## src/common/smsp_pkg.sv

```systemverilog
// shared constants, types and register map of the serial port
package smsp_pkg;
  localparam int ADDR_W = 12;
  // printed register offsets are indices; byte address is four times the index
  localparam logic [ADDR_W-3:0] STATUS_IDX = 10'h0aa;
  localparam logic [ADDR_W-3:0] CONTROL_IDX = 10'h0d5;
  localparam logic [ADDR_W-1:0] STATUS_ADDR = {STATUS_IDX, 2'h0};
  localparam logic [ADDR_W-1:0] CONTROL_ADDR = {CONTROL_IDX, 2'h0};
  localparam logic [ADDR_W-1:0] DATA_ADDR = 12'h380;
  localparam logic [ADDR_W-1:0] EVT_STATUS_ADDR = 12'h384;
  localparam logic [ADDR_W-1:0] EVT_MASK_ADDR = 12'h388;
  localparam logic [ADDR_W-1:0] SERIAL_IE_ADDR = 12'h38c;

  // control field positions
  localparam int CTL_IRQ_EN_BIT = 7;
  localparam int CTL_ENABLE_BIT = 6;
  localparam int CTL_ORDER_BIT = 5;
  localparam int CTL_ROLE_BIT = 4;
  localparam int CTL_CLOCK_IDLE_POLARITY_BIT = 3;
  localparam int CTL_CLOCK_SHIFT_PHASE_BIT = 2;
  localparam int CTL_RATE_HI_BIT = 1;
  localparam int CTL_RATE_LO_BIT = 0;
  // status field positions
  localparam int STS_DONE_BIT = 7;
  localparam int STS_COLL_BIT = 6;
  // event status / mask layout
  localparam int EVT_DONE_BIT = 0;
  localparam int EVT_COLL_BIT = 1;
  localparam int EVT_W = 2;

  localparam logic [7:0] CONTROL_RESET = 8'h00;
  localparam logic [7:0] DATA_RESET = 8'h00;
  localparam logic [EVT_W-1:0] EVT_MASK_RESET = 2'h0;
  localparam logic SERIAL_IE_RESET = 1'b0;

  // clock divisors for rate codes 00..11, and half periods in core clocks
  localparam int DIV_RATE0 = 4;
  localparam int DIV_RATE1 = 16;
  localparam int DIV_RATE2 = 64;
  localparam int DIV_RATE3 = 128;
  localparam logic [6:0] HALF_RATE0 = 7'(DIV_RATE0 / 2);
  localparam logic [6:0] HALF_RATE1 = 7'(DIV_RATE1 / 2);
  localparam logic [6:0] HALF_RATE2 = 7'(DIV_RATE2 / 2);
  localparam logic [6:0] HALF_RATE3 = 7'(DIV_RATE3 / 2);
  localparam logic [4:0] LAST_EDGE = 5'h0f;

  localparam logic [1:0] RESP_OKAY = 2'h0;
  localparam logic [1:0] RESP_SLVERR = 2'h2;

  typedef enum logic [1:0] {ST_IDLE, ST_MASTER, ST_SLAVE} smsp_state_e;

  typedef struct packed {
    logic sclk;
    logic ssN;
    logic mosi;
    logic miso;
  } smsp_pin_in_s;

  typedef struct packed {
    logic sclk;
    logic sclkOeN;
    logic mosi;
    logic mosiOeN;
    logic miso;
    logic misoOeN;
  } smsp_pin_out_s;
endpackage

```

## src/smsp_port.sv

```systemverilog
// serial port master/slave with axi4-lite register access
//
// The implementer's own choice: the AXI4-Lite interface to the registers.
module smsp_port (
  input wire logic core_clk,
  input wire logic rst,
  input wire logic [smsp_pkg::ADDR_W-1:0] s_axi_awaddr,
  input wire logic s_axi_awvalid,
  output logic s_axi_awready,
  input wire logic [31:0] s_axi_wdata,
  input wire logic [3:0] s_axi_wstrb,
  input wire logic s_axi_wvalid,
  output logic s_axi_wready,
  output logic [1:0] s_axi_bresp,
  output logic s_axi_bvalid,
  input wire logic s_axi_bready,
  input wire logic [smsp_pkg::ADDR_W-1:0] s_axi_araddr,
  input wire logic s_axi_arvalid,
  output logic s_axi_arready,
  output logic [31:0] s_axi_rdata,
  output logic [1:0] s_axi_rresp,
  output logic s_axi_rvalid,
  input wire logic s_axi_rready,
  input wire smsp_pkg::smsp_pin_in_s pinIn,
  output smsp_pkg::smsp_pin_out_s pinOut,
  output logic irq
);
  // bus slave state
  logic awPend_q;
  logic [smsp_pkg::ADDR_W-1:0] awAddr_q;
  logic wPend_q;
  logic [7:0] wData_q;
  logic wLane_q;
  logic bvalid_q;
  logic [1:0] bresp_q;
  logic rvalid_q;
  logic [7:0] rdata_q;
  logic [1:0] rresp_q;
  // registers
  logic [7:0] ctl_q;
  logic doneFlag_q;
  logic collFlag_q;
  logic [7:0] rxData_q;
  logic [smsp_pkg::EVT_W-1:0] evtSts_q;
  logic [smsp_pkg::EVT_W-1:0] evtMask_q;
  logic serialIe_q;
  // engine
  smsp_pkg::smsp_state_e state_q;
  logic [6:0] halfCnt_q;
  logic [4:0] edgeCnt_q;
  logic sclk_q;
  logic sclkPrev_q;

  // write decode
  logic wrFire;
  logic wrCtl;
  logic wrSts;
  logic wrData;
  logic wrMask;
  logic wrSie;
  logic wrMapped;
  assign wrFire = awPend_q & wPend_q & ~bvalid_q;
  assign wrCtl = wrFire & wLane_q & (awAddr_q == smsp_pkg::CONTROL_ADDR);
  assign wrSts = wrFire & wLane_q & (awAddr_q == smsp_pkg::STATUS_ADDR);
  assign wrData = wrFire & wLane_q & (awAddr_q == smsp_pkg::DATA_ADDR);
  assign wrMask = wrFire & wLane_q & (awAddr_q == smsp_pkg::EVT_MASK_ADDR);
  assign wrSie = wrFire & wLane_q & (awAddr_q == smsp_pkg::SERIAL_IE_ADDR);
  assign wrMapped = (awAddr_q == smsp_pkg::CONTROL_ADDR) | (awAddr_q == smsp_pkg::STATUS_ADDR) |
                    (awAddr_q == smsp_pkg::DATA_ADDR) | (awAddr_q == smsp_pkg::EVT_MASK_ADDR) |
                    (awAddr_q == smsp_pkg::SERIAL_IE_ADDR) | (awAddr_q == smsp_pkg::EVT_STATUS_ADDR);

  // read decode
  logic rdFire;
  logic rdEvtSts;
  logic rdHit;
  logic [7:0] rdMux;
  logic [7:0] stsByte;
  assign rdFire = s_axi_arvalid & ~rvalid_q;
  assign rdEvtSts = rdFire & (s_axi_araddr == smsp_pkg::EVT_STATUS_ADDR);
  assign stsByte = {doneFlag_q, collFlag_q, 6'h00};
  assign rdHit = (s_axi_araddr == smsp_pkg::CONTROL_ADDR) | (s_axi_araddr == smsp_pkg::STATUS_ADDR) |
                 (s_axi_araddr == smsp_pkg::DATA_ADDR) | (s_axi_araddr == smsp_pkg::EVT_MASK_ADDR) |
                 (s_axi_araddr == smsp_pkg::SERIAL_IE_ADDR) | (s_axi_araddr == smsp_pkg::EVT_STATUS_ADDR);
  assign rdMux = (s_axi_araddr == smsp_pkg::CONTROL_ADDR) ? ctl_q :
                 (s_axi_araddr == smsp_pkg::STATUS_ADDR) ? stsByte :
                 (s_axi_araddr == smsp_pkg::DATA_ADDR) ? rxData_q :
                 (s_axi_araddr == smsp_pkg::EVT_STATUS_ADDR) ? {6'h00, evtSts_q} :
                 (s_axi_araddr == smsp_pkg::EVT_MASK_ADDR) ? {6'h00, evtMask_q} :
                 (s_axi_araddr == smsp_pkg::SERIAL_IE_ADDR) ? {7'h00, serialIe_q} : 8'h00;

  assign s_axi_awready = ~awPend_q;
  assign s_axi_wready = ~wPend_q;
  assign s_axi_bvalid = bvalid_q;
  assign s_axi_bresp = bresp_q;
  assign s_axi_arready = ~rvalid_q;
  assign s_axi_rvalid = rvalid_q;
  assign s_axi_rdata = {24'h000000, rdata_q};
  assign s_axi_rresp = rresp_q;

  // address and data are held separately, so either may arrive first
  always_ff @(posedge core_clk) begin
    if (rst) begin
      awPend_q <= 1'b0;
      awAddr_q <= '0;
    end else if (s_axi_awvalid & ~awPend_q) begin
      awPend_q <= 1'b1;
      awAddr_q <= s_axi_awaddr;
    end else if (wrFire) begin
      awPend_q <= 1'b0;
    end
  end

  always_ff @(posedge core_clk) begin
    if (rst) begin
      wPend_q <= 1'b0;
      wData_q <= 8'h00;
      wLane_q <= 1'b0;
    end else if (s_axi_wvalid & ~wPend_q) begin
      wPend_q <= 1'b1;
      wData_q <= s_axi_wdata[7:0];
      wLane_q <= s_axi_wstrb[0];
    end else if (wrFire) begin
      wPend_q <= 1'b0;
    end
  end

  always_ff @(posedge core_clk) begin
    if (rst) begin
      bvalid_q <= 1'b0;
      bresp_q <= smsp_pkg::RESP_OKAY;
    end else if (wrFire) begin
      bvalid_q <= 1'b1;
      bresp_q <= wrMapped ? smsp_pkg::RESP_OKAY : smsp_pkg::RESP_SLVERR;
    end else if (s_axi_bready) begin
      bvalid_q <= 1'b0;
    end
  end

  always_ff @(posedge core_clk) begin
    if (rst) begin
      rvalid_q <= 1'b0;
      rdata_q <= 8'h00;
      rresp_q <= smsp_pkg::RESP_OKAY;
    end else if (rdFire) begin
      rvalid_q <= 1'b1;
      rdata_q <= rdMux;
      rresp_q <= rdHit ? smsp_pkg::RESP_OKAY : smsp_pkg::RESP_SLVERR;
    end else if (s_axi_rready) begin
      rvalid_q <= 1'b0;
    end
  end

  // control fields
  logic enabled;
  logic isMaster;
  logic clock_idle_polarity;
  logic clock_shift_phase;
  logic lsbFirst;
  logic [1:0] rateSel;
  logic [6:0] halfSel;
  assign enabled = ctl_q[smsp_pkg::CTL_ENABLE_BIT];
  assign isMaster = ctl_q[smsp_pkg::CTL_ROLE_BIT];
  assign clock_idle_polarity = ctl_q[smsp_pkg::CTL_CLOCK_IDLE_POLARITY_BIT];
  assign clock_shift_phase = ctl_q[smsp_pkg::CTL_CLOCK_SHIFT_PHASE_BIT];
  assign lsbFirst = ctl_q[smsp_pkg::CTL_ORDER_BIT];
  assign rateSel = {ctl_q[smsp_pkg::CTL_RATE_HI_BIT], ctl_q[smsp_pkg::CTL_RATE_LO_BIT]};
  assign halfSel = (rateSel == 2'h0) ? smsp_pkg::HALF_RATE0 :
                   (rateSel == 2'h1) ? smsp_pkg::HALF_RATE1 :
                   (rateSel == 2'h2) ? smsp_pkg::HALF_RATE2 : smsp_pkg::HALF_RATE3;

  // engine decode
  logic masterTick;
  logic slaveSel;
  logic slaveEdge;
  logic edgeEv;
  logic leading;
  logic trailing;
  logic sampleEn;
  logic driveEn;
  logic xferDone;
  logic busy;
  logic startLoad;
  logic startMaster;
  logic collision;
  logic inBit;
  logic txBit;
  logic [7:0] byteOut;
  assign masterTick = (state_q == smsp_pkg::ST_MASTER) & (halfCnt_q == halfSel - 7'h01);
  assign slaveSel = enabled & ~isMaster & ~pinIn.ssN;
  assign slaveEdge = (state_q == smsp_pkg::ST_SLAVE) & (pinIn.sclk != sclkPrev_q);
  assign edgeEv = masterTick | slaveEdge;
  assign leading = edgeEv & ~edgeCnt_q[0];
  assign trailing = edgeEv & edgeCnt_q[0];
  assign sampleEn = clock_shift_phase ? trailing : leading;
  assign driveEn = clock_shift_phase ? leading : trailing;
  assign xferDone = trailing & (edgeCnt_q == smsp_pkg::LAST_EDGE);
  // a selected slave counts as busy only once its first clock edge has arrived
  assign busy = (state_q == smsp_pkg::ST_MASTER) | ((state_q == smsp_pkg::ST_SLAVE) & (edgeCnt_q != 5'h00));
  assign startLoad = wrData & ~busy;
  assign startMaster = startLoad & enabled & isMaster;
  assign collision = wrData & busy;
  assign inBit = isMaster ? pinIn.miso : pinIn.mosi;

  smsp_shifter u_shifter (
    .core_clk(core_clk),
    .rst(rst),
    .load(startLoad),
    .loadByte(wData_q),
    .lsbFirst(lsbFirst),
    .sampleEn(sampleEn),
    .driveEn(driveEn),
    .inBit(inBit),
    .byteOut(byteOut),
    .txBit(txBit)
  );

  always_ff @(posedge core_clk) begin
    if (rst) begin
      state_q <= smsp_pkg::ST_IDLE;
    end else begin
      unique case (state_q)
        smsp_pkg::ST_IDLE: begin
          if (startMaster) begin
            state_q <= smsp_pkg::ST_MASTER;
          end else if (slaveSel) begin
            state_q <= smsp_pkg::ST_SLAVE;
          end
        end
        smsp_pkg::ST_MASTER: begin
          if (xferDone | ~enabled) begin
            state_q <= smsp_pkg::ST_IDLE;
          end
        end
        smsp_pkg::ST_SLAVE: begin
          if (xferDone | ~slaveSel) begin
            state_q <= smsp_pkg::ST_IDLE;
          end
        end
      endcase
    end
  end

  always_ff @(posedge core_clk) begin
    if (rst || startMaster || masterTick) begin
      halfCnt_q <= 7'h00;
    end else if (state_q == smsp_pkg::ST_MASTER) begin
      halfCnt_q <= halfCnt_q + 7'h01;
    end
  end

  always_ff @(posedge core_clk) begin
    if (rst || state_q == smsp_pkg::ST_IDLE || xferDone) begin
      edgeCnt_q <= 5'h00;
    end else if (edgeEv) begin
      edgeCnt_q <= edgeCnt_q + 5'h01;
    end
  end

  always_ff @(posedge core_clk) begin
    if (rst) begin
      sclk_q <= 1'b0;
    end else if (state_q != smsp_pkg::ST_MASTER) begin
      sclk_q <= clock_idle_polarity;
    end else if (masterTick) begin
      sclk_q <= ~sclk_q;
    end
  end

  always_ff @(posedge core_clk) begin
    if (rst) begin
      sclkPrev_q <= 1'b0;
    end else begin
      sclkPrev_q <= pinIn.sclk;
    end
  end

  always_ff @(posedge core_clk) begin
    if (rst) begin
      ctl_q <= smsp_pkg::CONTROL_RESET;
      evtMask_q <= smsp_pkg::EVT_MASK_RESET;
      serialIe_q <= smsp_pkg::SERIAL_IE_RESET;
    end else begin
      if (wrCtl) begin
        ctl_q <= wData_q;
      end
      if (wrMask) begin
        evtMask_q <= wData_q[smsp_pkg::EVT_W-1:0];
      end
      if (wrSie) begin
        serialIe_q <= wData_q[0];
      end
    end
  end

  // collision flag sticky
  // writing zero to a flag clears it; a same-cycle set still wins
  always_ff @(posedge core_clk) begin
    if (rst) begin
      doneFlag_q <= 1'b0;
      collFlag_q <= 1'b0;
    end else begin
      doneFlag_q <= xferDone | (doneFlag_q & ~(wrSts & ~wData_q[smsp_pkg::STS_DONE_BIT]));
      collFlag_q <= collision | (collFlag_q & ~(wrSts & ~wData_q[smsp_pkg::STS_COLL_BIT]));
    end
  end

  always_ff @(posedge core_clk) begin
    if (rst) begin
      rxData_q <= smsp_pkg::DATA_RESET;
    end else if (xferDone) begin
      rxData_q <= byteOut;
    end
  end

  // event status clears on read, set wins
  always_ff @(posedge core_clk) begin
    if (rst) begin
      evtSts_q <= '0;
    end else begin
      evtSts_q <= {collision, xferDone} | (evtSts_q & {smsp_pkg::EVT_W{~rdEvtSts}});
    end
  end

  assign irq = ctl_q[smsp_pkg::CTL_IRQ_EN_BIT] & serialIe_q & (|(evtSts_q & evtMask_q));

  always_comb begin
    pinOut.sclk = (state_q == smsp_pkg::ST_MASTER) ? sclk_q : clock_idle_polarity;
    pinOut.mosi = txBit;
    pinOut.miso = txBit;
    pinOut.sclkOeN = ~(enabled & isMaster);
    pinOut.mosiOeN = ~(enabled & isMaster);
    pinOut.misoOeN = ~slaveSel;
  end
endmodule

```

## src/smsp_shifter.sv

```systemverilog
// eight-bit full duplex shift register with selectable bit order
module smsp_shifter (
  input wire logic core_clk,
  input wire logic rst,
  input wire logic load,
  input wire logic [7:0] loadByte,
  input wire logic lsbFirst,
  input wire logic sampleEn,
  input wire logic driveEn,
  input wire logic inBit,
  output logic [7:0] byteOut,
  output logic txBit
);
  logic [7:0] shReg_q;
  logic txBit_q;
  logic head;
  logic firstBit;
  logic [7:0] shNext;

  assign head = lsbFirst ? shReg_q[0] : shReg_q[7];
  assign firstBit = lsbFirst ? loadByte[0] : loadByte[7];
  assign shNext = lsbFirst ? {inBit, shReg_q[7:1]} : {shReg_q[6:0], inBit};
  // with trailing-edge sampling the final sample lands in the same cycle as completion, so expose it early
  assign byteOut = sampleEn ? shNext : shReg_q;
  assign txBit = txBit_q;

  always_ff @(posedge core_clk) begin
    if (rst) begin
      shReg_q <= 8'h00;
    end else if (load) begin
      shReg_q <= loadByte;
    end else if (sampleEn) begin
      shReg_q <= shNext;
    end
  end

  always_ff @(posedge core_clk) begin
    if (rst) begin
      txBit_q <= 1'b0;
    end else if (load) begin
      txBit_q <= firstBit;
    end else if (driveEn) begin
      txBit_q <= head;
    end
  end
endmodule

```

## config.mk

```make
export PLATFORM = sky130hd
export DESIGN_NAME = smsp_port
export DESIGN_NICKNAME = d
export VERILOG_FILES = /design/src/common/smsp_pkg.sv /design/src/smsp_port.sv /design/src/smsp_shifter.sv
export SDC_FILE = /design/constraint.sdc
export NUM_CORES = 1
export LEC_CHECK = 0
export BUFFER_PORTS_ARGS = -buffer_cell sky130_fd_sc_hd__buf_2
export CORE_MARGIN = 1.5
export CORE_UTILIZATION = 30
export CTS_BUF_LIST = sky130_fd_sc_hd__clkbuf_8
export CTS_CLUSTER_SIZE = 28
export DETAILED_ROUTE_END_ITERATION = 8
export SLEW_MARGIN = 20
export SYNTH_ARGS = -nofsm -noshare
export SYNTH_HDL_FRONTEND = slang
export SYNTH_HIERARCHICAL = 1
export SYNTH_SLANG_ARGS = --single-unit
```

## constraint.sdc

```tcl
create_clock -name core_clk -period 4.3 [get_ports core_clk]
set_input_delay 0.43 -clock core_clk [delete_from_list [all_inputs] [get_ports core_clk]]
set_output_delay 0.43 -clock core_clk [all_outputs]
set_load 0.02 [all_outputs]
```

* Yosys cells after proc, flatten, opt, wreduce, memory -nomap -nowiden
Cells that the tools add are included.
Operators by class: add/sub/neg operators 3, equality and inequality tests 23, multiplexer cells 36, bitwise gates (word level) 67, reductions and logical operators 15
Operator list (number):
- 12-bit by 10-bit == test with 1-bit output (second input constant) | 12
- 8-bit two-way mux | 6
- 1-bit bitwise AND | 31
- 7-bit two-way mux | 3
- 1-bit two-way mux | 18
- 1-bit NOT | 17
- 2-bit two-way mux | 8
- 1-bit OR | 16
- 2-bit nonzero test | 6
- 7-bit by 1-bit adder with 7-bit output (second input constant) | 1
- 7-bit == test | 1
- 7-bit by 1-bit subtractor with 7-bit output (second input constant) | 1
- 2-bit by 1-bit != test with 1-bit output (second input constant) | 3
- 2-bit case mux with 3 select lines | 1
- 5-bit by 1-bit adder with 5-bit output (second input constant) | 1
- 5-bit by 4-bit == test with 1-bit output (second input constant) | 1
- 5-bit nonzero test | 1
- 2-bit bitwise AND | 2
- 2-bit by 1-bit == test with 1-bit output (second input constant) | 2
- 2-bit == test (second input constant) | 2
- 2-bit zero test | 2
- 1-bit logical OR | 4
- 3-bit != test (second input constant) | 1
- 3-bit AND reduction | 1
- other kinds (3) | 3
Storage, ports and cells: flip-flop bits (word level) 85, input port bits 71, output and inout port bits 48, word-level logic and storage cells 168

* Longest topological paths before layout
Gate-level depths: netlist of run 1.
word-level depth 13, depth in mapped cells 12, gate-level depth less buffers 10

* By module
Netlist of run 1, hierarchy kept.
Modules (own cells, without submodules):
- smsp_port | times used 1, cells an instance 447, area each 3821.2 um^2, seq. area each 1481.4 um^2
- smsp_shifter | times used 1, cells an instance 69, area each 620.6 um^2, seq. area each 180.2 um^2

* Least setup slack after synthesis of run 1
No wires, ideal clock.
path type register -> register, from register ctl_q[0], to register rxData_q[5], library setup time 119 ps, arrival time 2460 ps, data required time 4181 ps, setup slack 1720 ps, cell stages (with the launch flop) 12, path buffers 1, period minus slack after synthesis 2580 ps, cells stage by stage dfxtp_1 > or2_2 > ha_1 > xnor2_1 > nor4_1 > o21ai_2 > a21oi_1 > buf_2 > and2_4 > nor2_1 > nand2b_1 > mux2i_1
On the way: longest elaborated chain between the ends 11, elaborated cells on any way between the ends 15, classes of those cells add/sub (1); eq/ne (3); mux (5); bitwise (5); reduce/logical (1)
RTL lines:
- start: declaration | line smsp_port.sv:40 | logic [7:0] ctl_q;
- start signal: assignment | line smsp_port.sv:279 | ctl_q <= smsp_pkg::CONTROL_RESET;
- start signal: assignment | line smsp_port.sv:284 | ctl_q <= wData_q;
- 2-bit == test | line smsp_port.sv:169 | (rateSel == 2'h2) ? smsp_pkg::HALF_RATE2 : smsp_pkg::HALF_RATE3;
- 7-bit two-way mux | line smsp_port.sv:169
- 7-bit two-way mux | line smsp_port.sv:168 | (rateSel == 2'h1) ? smsp_pkg::HALF_RATE1 :
- 7-bit two-way mux * | line smsp_port.sv:167 | assign halfSel = (rateSel == 2'h0) ? smsp_pkg::HALF_RATE0 :
- 7-bit by 1-bit subtractor with 7-bit output * | line smsp_port.sv:188 | assign masterTick = (state_q == smsp_pkg::ST_MASTER) & (halfCnt_q == halfSel - 7'h01);
- 7-bit == test * | line smsp_port.sv:188
- 1-bit bitwise AND * | line smsp_port.sv:188
- 1-bit OR * | line smsp_port.sv:191 | assign edgeEv = masterTick | slaveEdge;
- 1-bit bitwise AND, on equally long branches | line smsp_port.sv:192, smsp_port.sv:193
- 1-bit two-way mux * | line smsp_port.sv:194 | assign sampleEn = clock_shift_phase ? trailing : leading;
- named net sampleEn | line smsp_port.sv:178 | logic sampleEn;
- 8-bit two-way mux * | line smsp_shifter.sv:24 | assign byteOut = sampleEn ? shNext : shReg_q;
- named net byteOut[5] | line smsp_port.sv:187 | logic [7:0] byteOut;
- end signal: assignment | line smsp_port.sv:309 | rxData_q <= smsp_pkg::DATA_RESET;
- end signal: assignment | line smsp_port.sv:311 | rxData_q <= byteOut;
- end: declaration | line smsp_port.sv:43 | logic [7:0] rxData_q;
The timed path passes the listed nets; every way through them passes the cells marked *. A chain may end at the register's enable or synchronous reset.

* Worst setup path in the final report of run 1
from register ctl_q[0], to register rxData_q[3]
The elaborated chain is that of the path after synthesis.

==> results.json, run 1 <==
{
  "finalWirelength_mm": 10.07,
  "reg2reg_to": "rxData_q[3]",
  "placement_rows": 44,
  "portBuffers": 65,
  "numPlacedInstances": 740,
  "maximum_net_fanout_on_the_critical_path": 16,
  "clock_path_buffers": 2,
  "power_per_cell_area_nw_per_um2": 320.1,
  "nets": 646,
  "r2r-start": "ctl_q[0]",
  "place_hpwl_mm": 7.631,
  "min_delay_path_depth": 2,
  "synth-seq-cells": 83,
  "critical_path.startpoint_type": "flop",
  "synth_async_sr_flop_share_pct": 0,
  "worst_pin_slew_ns": 1.029,
  "yosysMostFrequentCell": "dfxtp_1",
  "post_synth_main_area_contributors": "dfxtp_1, mux2i_1, nand2_1, buf_4, nor2_1",
  "setup_clock_skew_after_layout_ns": 0.01076,
  "ir_drop_worst_case_vdd_mv": 0.1842,
  "antenna_violating_nets_left": 0,
  "dr.pass1.iters": 4,
  "synth_xor_area_share_pct": 2.169,
  "detailed_place.area_um2": 4757,
  "relSlewSlack_pct": 31.38,
  "initial_utilization_pct": 30.68,
  "core_um2": 14480,
  "yosysTopAreaCell": "dfxtp_1",
  "cts_sinks": 83,
  "setup_viol": 0,
  "routedLengthMet1_mm": 4.964,
  "gp_routability_congestion": 0.8807,
  "layout-drive-gt1-share_pct": 20.80,
  "detailedRoute.firstIterationViolations": 207,
  "timing.critical_path.required_ns": 4.53,
  "synthFlopType": "dfxtp_1",
  "rsz0062_at_grt": "false",
  "insertedDiodeCount": 0,
  "maximum_number_of_pins_on_one_net_before_global_route_repair": 53,
  "synth.top_cells.by_count": "dfxtp_1, nand2_1, nor2_1",
  "cts_root_buf": "clkbuf_8",
  "number_of_antenna_violations_at_the_first_check_in_global_routing": 0,
  "complex_gate_fraction_of_the_synthesized_area_pct": 13.94,
  "via_per_inst": 4.796,
  "whs_endpoint": "s_axi_rvalid",
  "critical_path_arrival_ns": 3.15,
  "clock_insertion_delay_worst_skew_ns": 0.36,
  "worstRegToRegCells": 11,
  "fp.dieW_um": 124.7,
  "synth-simple-area-share_pct": 27.49,
  "via_count_of_the_first_global_routing_pass": 3422,
  "cts-htree-levels": 3,
  "overall_power_of_the_completed_layout_mw": 1.585,
  "vias": 3626,
  "post_synth_num_cell_types": 70,
  "synth-adder-area-share_pct": 2.254,
  "criticalPathCategory": "flop to flop",
  "top_achievable_clock_speed_ghz": 0.3431,
  "route.detailed.drc": 0,
  "cts_resized": 0,
  "setup_total_negative_slack_ns": 0,
  "r2r_slack_ns": 1.39,
  "crit_start": "ctl_q[0]",
  "design.portCount": 119,
  "path_category_of_the_worst_min_delay_check": "primary input to flop",
  "finalCritPeriodShare_pct": 67.78,
  "globalRoute.totalOverflow": 0,
  "synthMuxAreaShare_pct": 8.028,
  "synth.avg_cell_area_um2": 8.608,
  "post_synth_instance_area_um2": 4442,
  "synth_top_family_by_area": "simple AND/OR/NAND/NOR gates",
  "postCtsSetupRepairBufs": 0,
  "worstSetupEndpointType": "flop",
  "post-synth-top-area-fraction_pct": 37.41,
  "finalHoldViolations": 0,
  "finalMaxSlewViolations": 0,
  "leakagePower_nw": 1.865,
  "tritoncts": "yes",
  "drv.max_cap_violation_count": 0,
  "outcome": "completed",
  "synth_edf_count": 0,
  "synth-warning-count": 6,
  "synthesis.instances": 516,
  "period_minus_slack_ns": 2.915,
  "areaGrowthSynthToFinish_pct": 11.46,
  "cts_inserted_buffers": 9,
  "layout.cells.non_filler": 756,
  "cts_hold_buf": 0,
  "grt.total_usage_pct": 13.20,
  "detailroute.wirelength.met3_um": 591,
  "detail_route.wl_per_cell_um": 13.32,
  "highest-signal-layer": "met4",
  "seq_area_frac_synth_pct": 37.41,
  "grt_pass1_wl_mm": 16.79,
  "final_core_util_pct": 34.19,
  "dieArea_um2": 15550,
  "final_cell_area_um2": 4951,
  "clkSlewWorstSetupHoldPaths_ns": 0.08,
  "met2RoutedLength_mm": 4.295,
  "hold_start": "s_axi_rready",
  "die_height_um": 124.7
}
-- flip-flops by register name, indices dropped and copies added, names as in the netlist, 2 cells and up --
name and cells:
awAddr_q 12, ctl_q 8, rdata_q 8, rxData_q 8, u_shifter/shReg_q 8, wData_q 8, halfCnt_q 7, edgeCnt_q 5
evtMask_q 2, evtSts_q 2, state_q 2
-- power breakdown --
part	switching (mW)	leakage [nW]	internal [mW]
registers	0.0235	0.675	0.798
clock network	0.274	0.103	0.279
logic	0.134	1.09	0.0766
total	0.432	1.87	1.15
-- worst max-delay path by stage --
| stage | end | depth (start not counted) |
|---|---|---|
| final | rxData_q[3] | 11 |
| after global routing | rxData_q[2] | 11 |
| after CTS | rxData_q[3] | 11 |
| after detailed placement | rxData_q[3] | 11 |
| after global placement | rxData_q[3] | 11 |
| after floorplan | rxData_q[5] | 11 |
-- metal layers --
metal  GRT usage [%]  up-vias
met1           17.76     1666
met2           20.01      105
met4           4.598        0
li1                -     1845
met3           3.952       10
met5               0        -
-- through the flow --
step	worst slack (ns)	hold slack (ns)
final	1.385	0.2535
after global placement	1.506	0.4191
after floorplan	1.720	0.4075
after detailed placement	1.422	0.4353
after global routing	1.142	0.2457
after CTS	1.408	0.2286
-- final cells by class --
type	count	area [um2]
sequential	83	1662
timing repair buffer	67	340.3
multi-input combinational	397	2491
clock inverter	6	56.30
fill	1523	9528
clock buffer	10	137.6
inverter	9	33.78
tap	184	230.2
-- placed cells by master (no fill, tap or decap), drive strengths merged, types with 8 or more instances in the layout --
master / count
a21oi: 34
and2: 11
buf: 67
clkbuf: 10
conb: 26
dfxtp: 83
ha: 8
inv: 10
mux2i: 30
nand2: 73
nand2b: 20
nand3: 9
nor2: 64
nor3: 17
o21ai: 8
o32ai: 9
-- cells by family (layout without fill, tap and decap cells) --
| logic type | after synthesis | count (layout) |
|---|---|---|
| flip-flops | 83 | 83 |
| adder cells (fa/ha/maj) | 8 | 8 |
| XOR/XNOR | 11 | 11 |
| AO/OA/AOI/OAI | 80 | 80 |
| other | 1 | 26 |
| AND/OR/NAND/NOR | 238 | 238 |
| multiplexers | 34 | 34 |
| buffers and inverters | 61 | 92 |
-- worst max-delay path, stage by stage, from the launching register on --
cell and delay, ns:
dfxtp_1 0.38, or2_2 0.32, ha_1 0.30, xnor2_1 0.12
nor4_1 0.58, o21ai_2 0.28, a21oi_1 0.20, buf_4 0.21
and2_1 0.18, nor2_1 0.07, nand2b_1 0.08, mux2i_1 0.06
Note: power is estimated with default switching activity, not from simulation.
==> run 2: changes to the inputs <==
- clock period: 4.3 -> 2.75 ns (I/O delays scaled with it)
==> run 2 against run 1 <==
Against the previous run:
- clock power increased by 78%
- highest routed layer unchanged
- combinational power increased by 57%
- total power increased by 64%
- sequential share of layout area decreased by 0.69 points
- via count increased by 0.33%
- global-route usage decreased by 0.15 points
- register-to-register slack got worse by 1.1 ns
- fmax increased by 16%
- sequential power increased by 57%
- critical path type unchanged
- critical path depth increased by 1
- hold slack got worse by 0.15 ns
==> results.json, run 2 (synthesized netlist as in run 1, its figures left out) <==
{
  "outcome": "completed",
  "relSlewSlack_pct": 33.16,
  "layout-drive-gt1-share_pct": 21.93,
  "multiInputGateArea_um2": 2497,
  "fp.dieW_um": 124.7,
  "leakagePower_nw": 1.917,
  "commonest_non_fill_non_tap_cell_in_the_layout": "dfxtp_1",
  "worstSetupEndpointType": "flop",
  "finalMaxSlewViolations": 0,
  "hold_slack_ns": 0.1038,
  "grt.total_usage_pct": 13.05,
  "r2r_slack_ns": 0.25,
  "maximum_net_fanout_on_the_critical_path": 16,
  "whs_endpoint": "s_axi_rvalid",
  "antenna_violating_nets_left": 0,
  "gp_routability_congestion": 0.7924,
  "clock_path_buffers": 2,
  "finalWirelength_mm": 10.04,
  "globalRoute.totalOverflow": 0,
  "worstRegToRegCells": 12,
  "critical_path.startpoint_type": "flop",
  "vias": 3638,
  "design.portCount": 119,
  "critical_path_arrival_ns": 2.75,
  "drv.max_cap_violation_count": 0,
  "timing.critical_path.required_ns": 3.00,
  "hold_start": "s_axi_rready",
  "final_cell_area_um2": 5055,
  "max_reg_flops": 12,
  "detailedRoute.firstIterationViolations": 186,
  "portBuffers": 65,
  "overall_power_of_the_completed_layout_mw": 2.601,
  "r2r-start": "ctl_q[1]",
  "insertedDiodeCount": 0,
  "pre_cts_slack_ns": 0.1839,
  "via_per_inst": 4.768,
  "core_um2": 14480,
  "clock_insertion_delay_worst_skew_ns": 0.35,
  "setup_total_negative_slack_ns": 0,
  "dr.pass1.iters": 5,
  "ir_drop_worst_case_vdd_mv": 0.3108,
  "finalHoldViolations": 0,
  "power_per_cell_area_nw_per_um2": 514.6,
  "cts-htree-levels": 3,
  "postCtsSetupRepairBufs": 0,
  "place_hpwl_mm": 7.565,
  "route.detailed.drc": 0,
  "area.sequential_um2": 1662,
  "via_count_of_the_first_global_routing_pass": 3433,
  "min_delay_path_depth": 2,
  "dieArea_um2": 15550,
  "detailed_place.area_um2": 4822,
  "rsz0062_at_grt": "false",
  "detail_route.wl_per_cell_um": 13.16,
  "areaGrowthSynthToFinish_pct": 13.80,
  "top_achievable_clock_speed_ghz": 0.3992,
  "setup_slack_ns": 0.2452,
  "criticalPathCategory": "flop to flop",
  "path_category_of_the_worst_min_delay_check": "primary input to flop",
  "setup_viol": 0,
  "worst_pin_slew_ns": 1.003,
  "grt_pass1_wl_mm": 16.64,
  "cts_inserted_buffers": 9,
  "most_used_cells_in_the_layout_excluding_fill_and_tap_cells": "dfxtp_1, nand2_1, buf_2",
  "placement_rows": 44,
  "cts_sinks": 83,
  "period_minus_slack_ns": 2.505,
  "initial_utilization_pct": 30.68,
  "clkSlewWorstSetupHoldPaths_ns": 0.08,
  "setup_clock_skew_after_layout_ns": 0.009666,
  "finalCritPeriodShare_pct": 91.08,
  "maximum_number_of_pins_on_one_net_before_global_route_repair": 52,
  "number_of_fillers_in_the_final_layout": 1542,
  "die_height_um": 124.7,
  "nets": 653,
  "number_of_antenna_violations_at_the_first_check_in_global_routing": 0,
  "reg2reg_to": "rxData_q[2]",
  "largest-register": "awAddr_q",
  "tritoncts": "yes",
  "cts_root_buf": "clkbuf_8"
}
run 2: layout make-up:
cell class,count,area share [%]
sequential,83,32.87
timing repair buffer,74,8.020
tap,184,4.554
clock inverter,6,1.757
multi-input combinational,397,49.41
clock buffer,10,2.723
inverter,9,0.6683
run 2: what timing repair did:
item,4_1_cts,5_1_grt
endpoints found under the setup margin,0,5
hold buffers,0,0
gates resized for setup,0,1
run 2: per-layer routing:
metal	vias to the layer above	track usage, %	wire length, um
met1	1661	17.39	4763
li1	1851	-	-
met3	9	3.050	609
met2	117	20.43	4513
met5	-	0	0
met4	0	5.003	157
run 2: report_power, final:
group          leakage, nW  total (mW)  switching (mW)  internal, mW
sequential           0.675        1.29          0.0384          1.25
combinational         1.13       0.330           0.209         0.121
clock                0.114       0.986           0.448         0.538
total                 1.92        2.60           0.695          1.91
run 2: critical path, cell delays in order, from the launching register on:
cell and delay [ns]:
dfxtp_1 0.39, or2_2 0.30, ha_1 0.30, xnor2_1 0.13, nor4_2 0.26, buf_4 0.18
o21ai_2 0.07, a21oi_1 0.17, buf_4 0.21, and2_1 0.19, nor2_1 0.07, nand2b_1 0.07
mux2i_1 0.06
run 2: stage by stage:
stage / utilization (%) / std cells
4_1_cts: 34.87 / 763
5_1_grt: 34.91 / 763
3_3_place_gp: 33.30 / 747
6_report: 34.91 / 763
3_5_place_dp: 33.30 / 747
2_1_floorplan: - / 541
run 2: how the worst max path moves through the flow:
stage / start / endpoint
global placement: ctl_q[1] / rxData_q[1]
CTS: ctl_q[1] / rxData_q[2]
global route: ctl_q[1] / rxData_q[2]
detailed placement: ctl_q[1] / rxData_q[2]
floorplan: ctl_q[0] / rxData_q[5]
finish: ctl_q[1] / rxData_q[2]
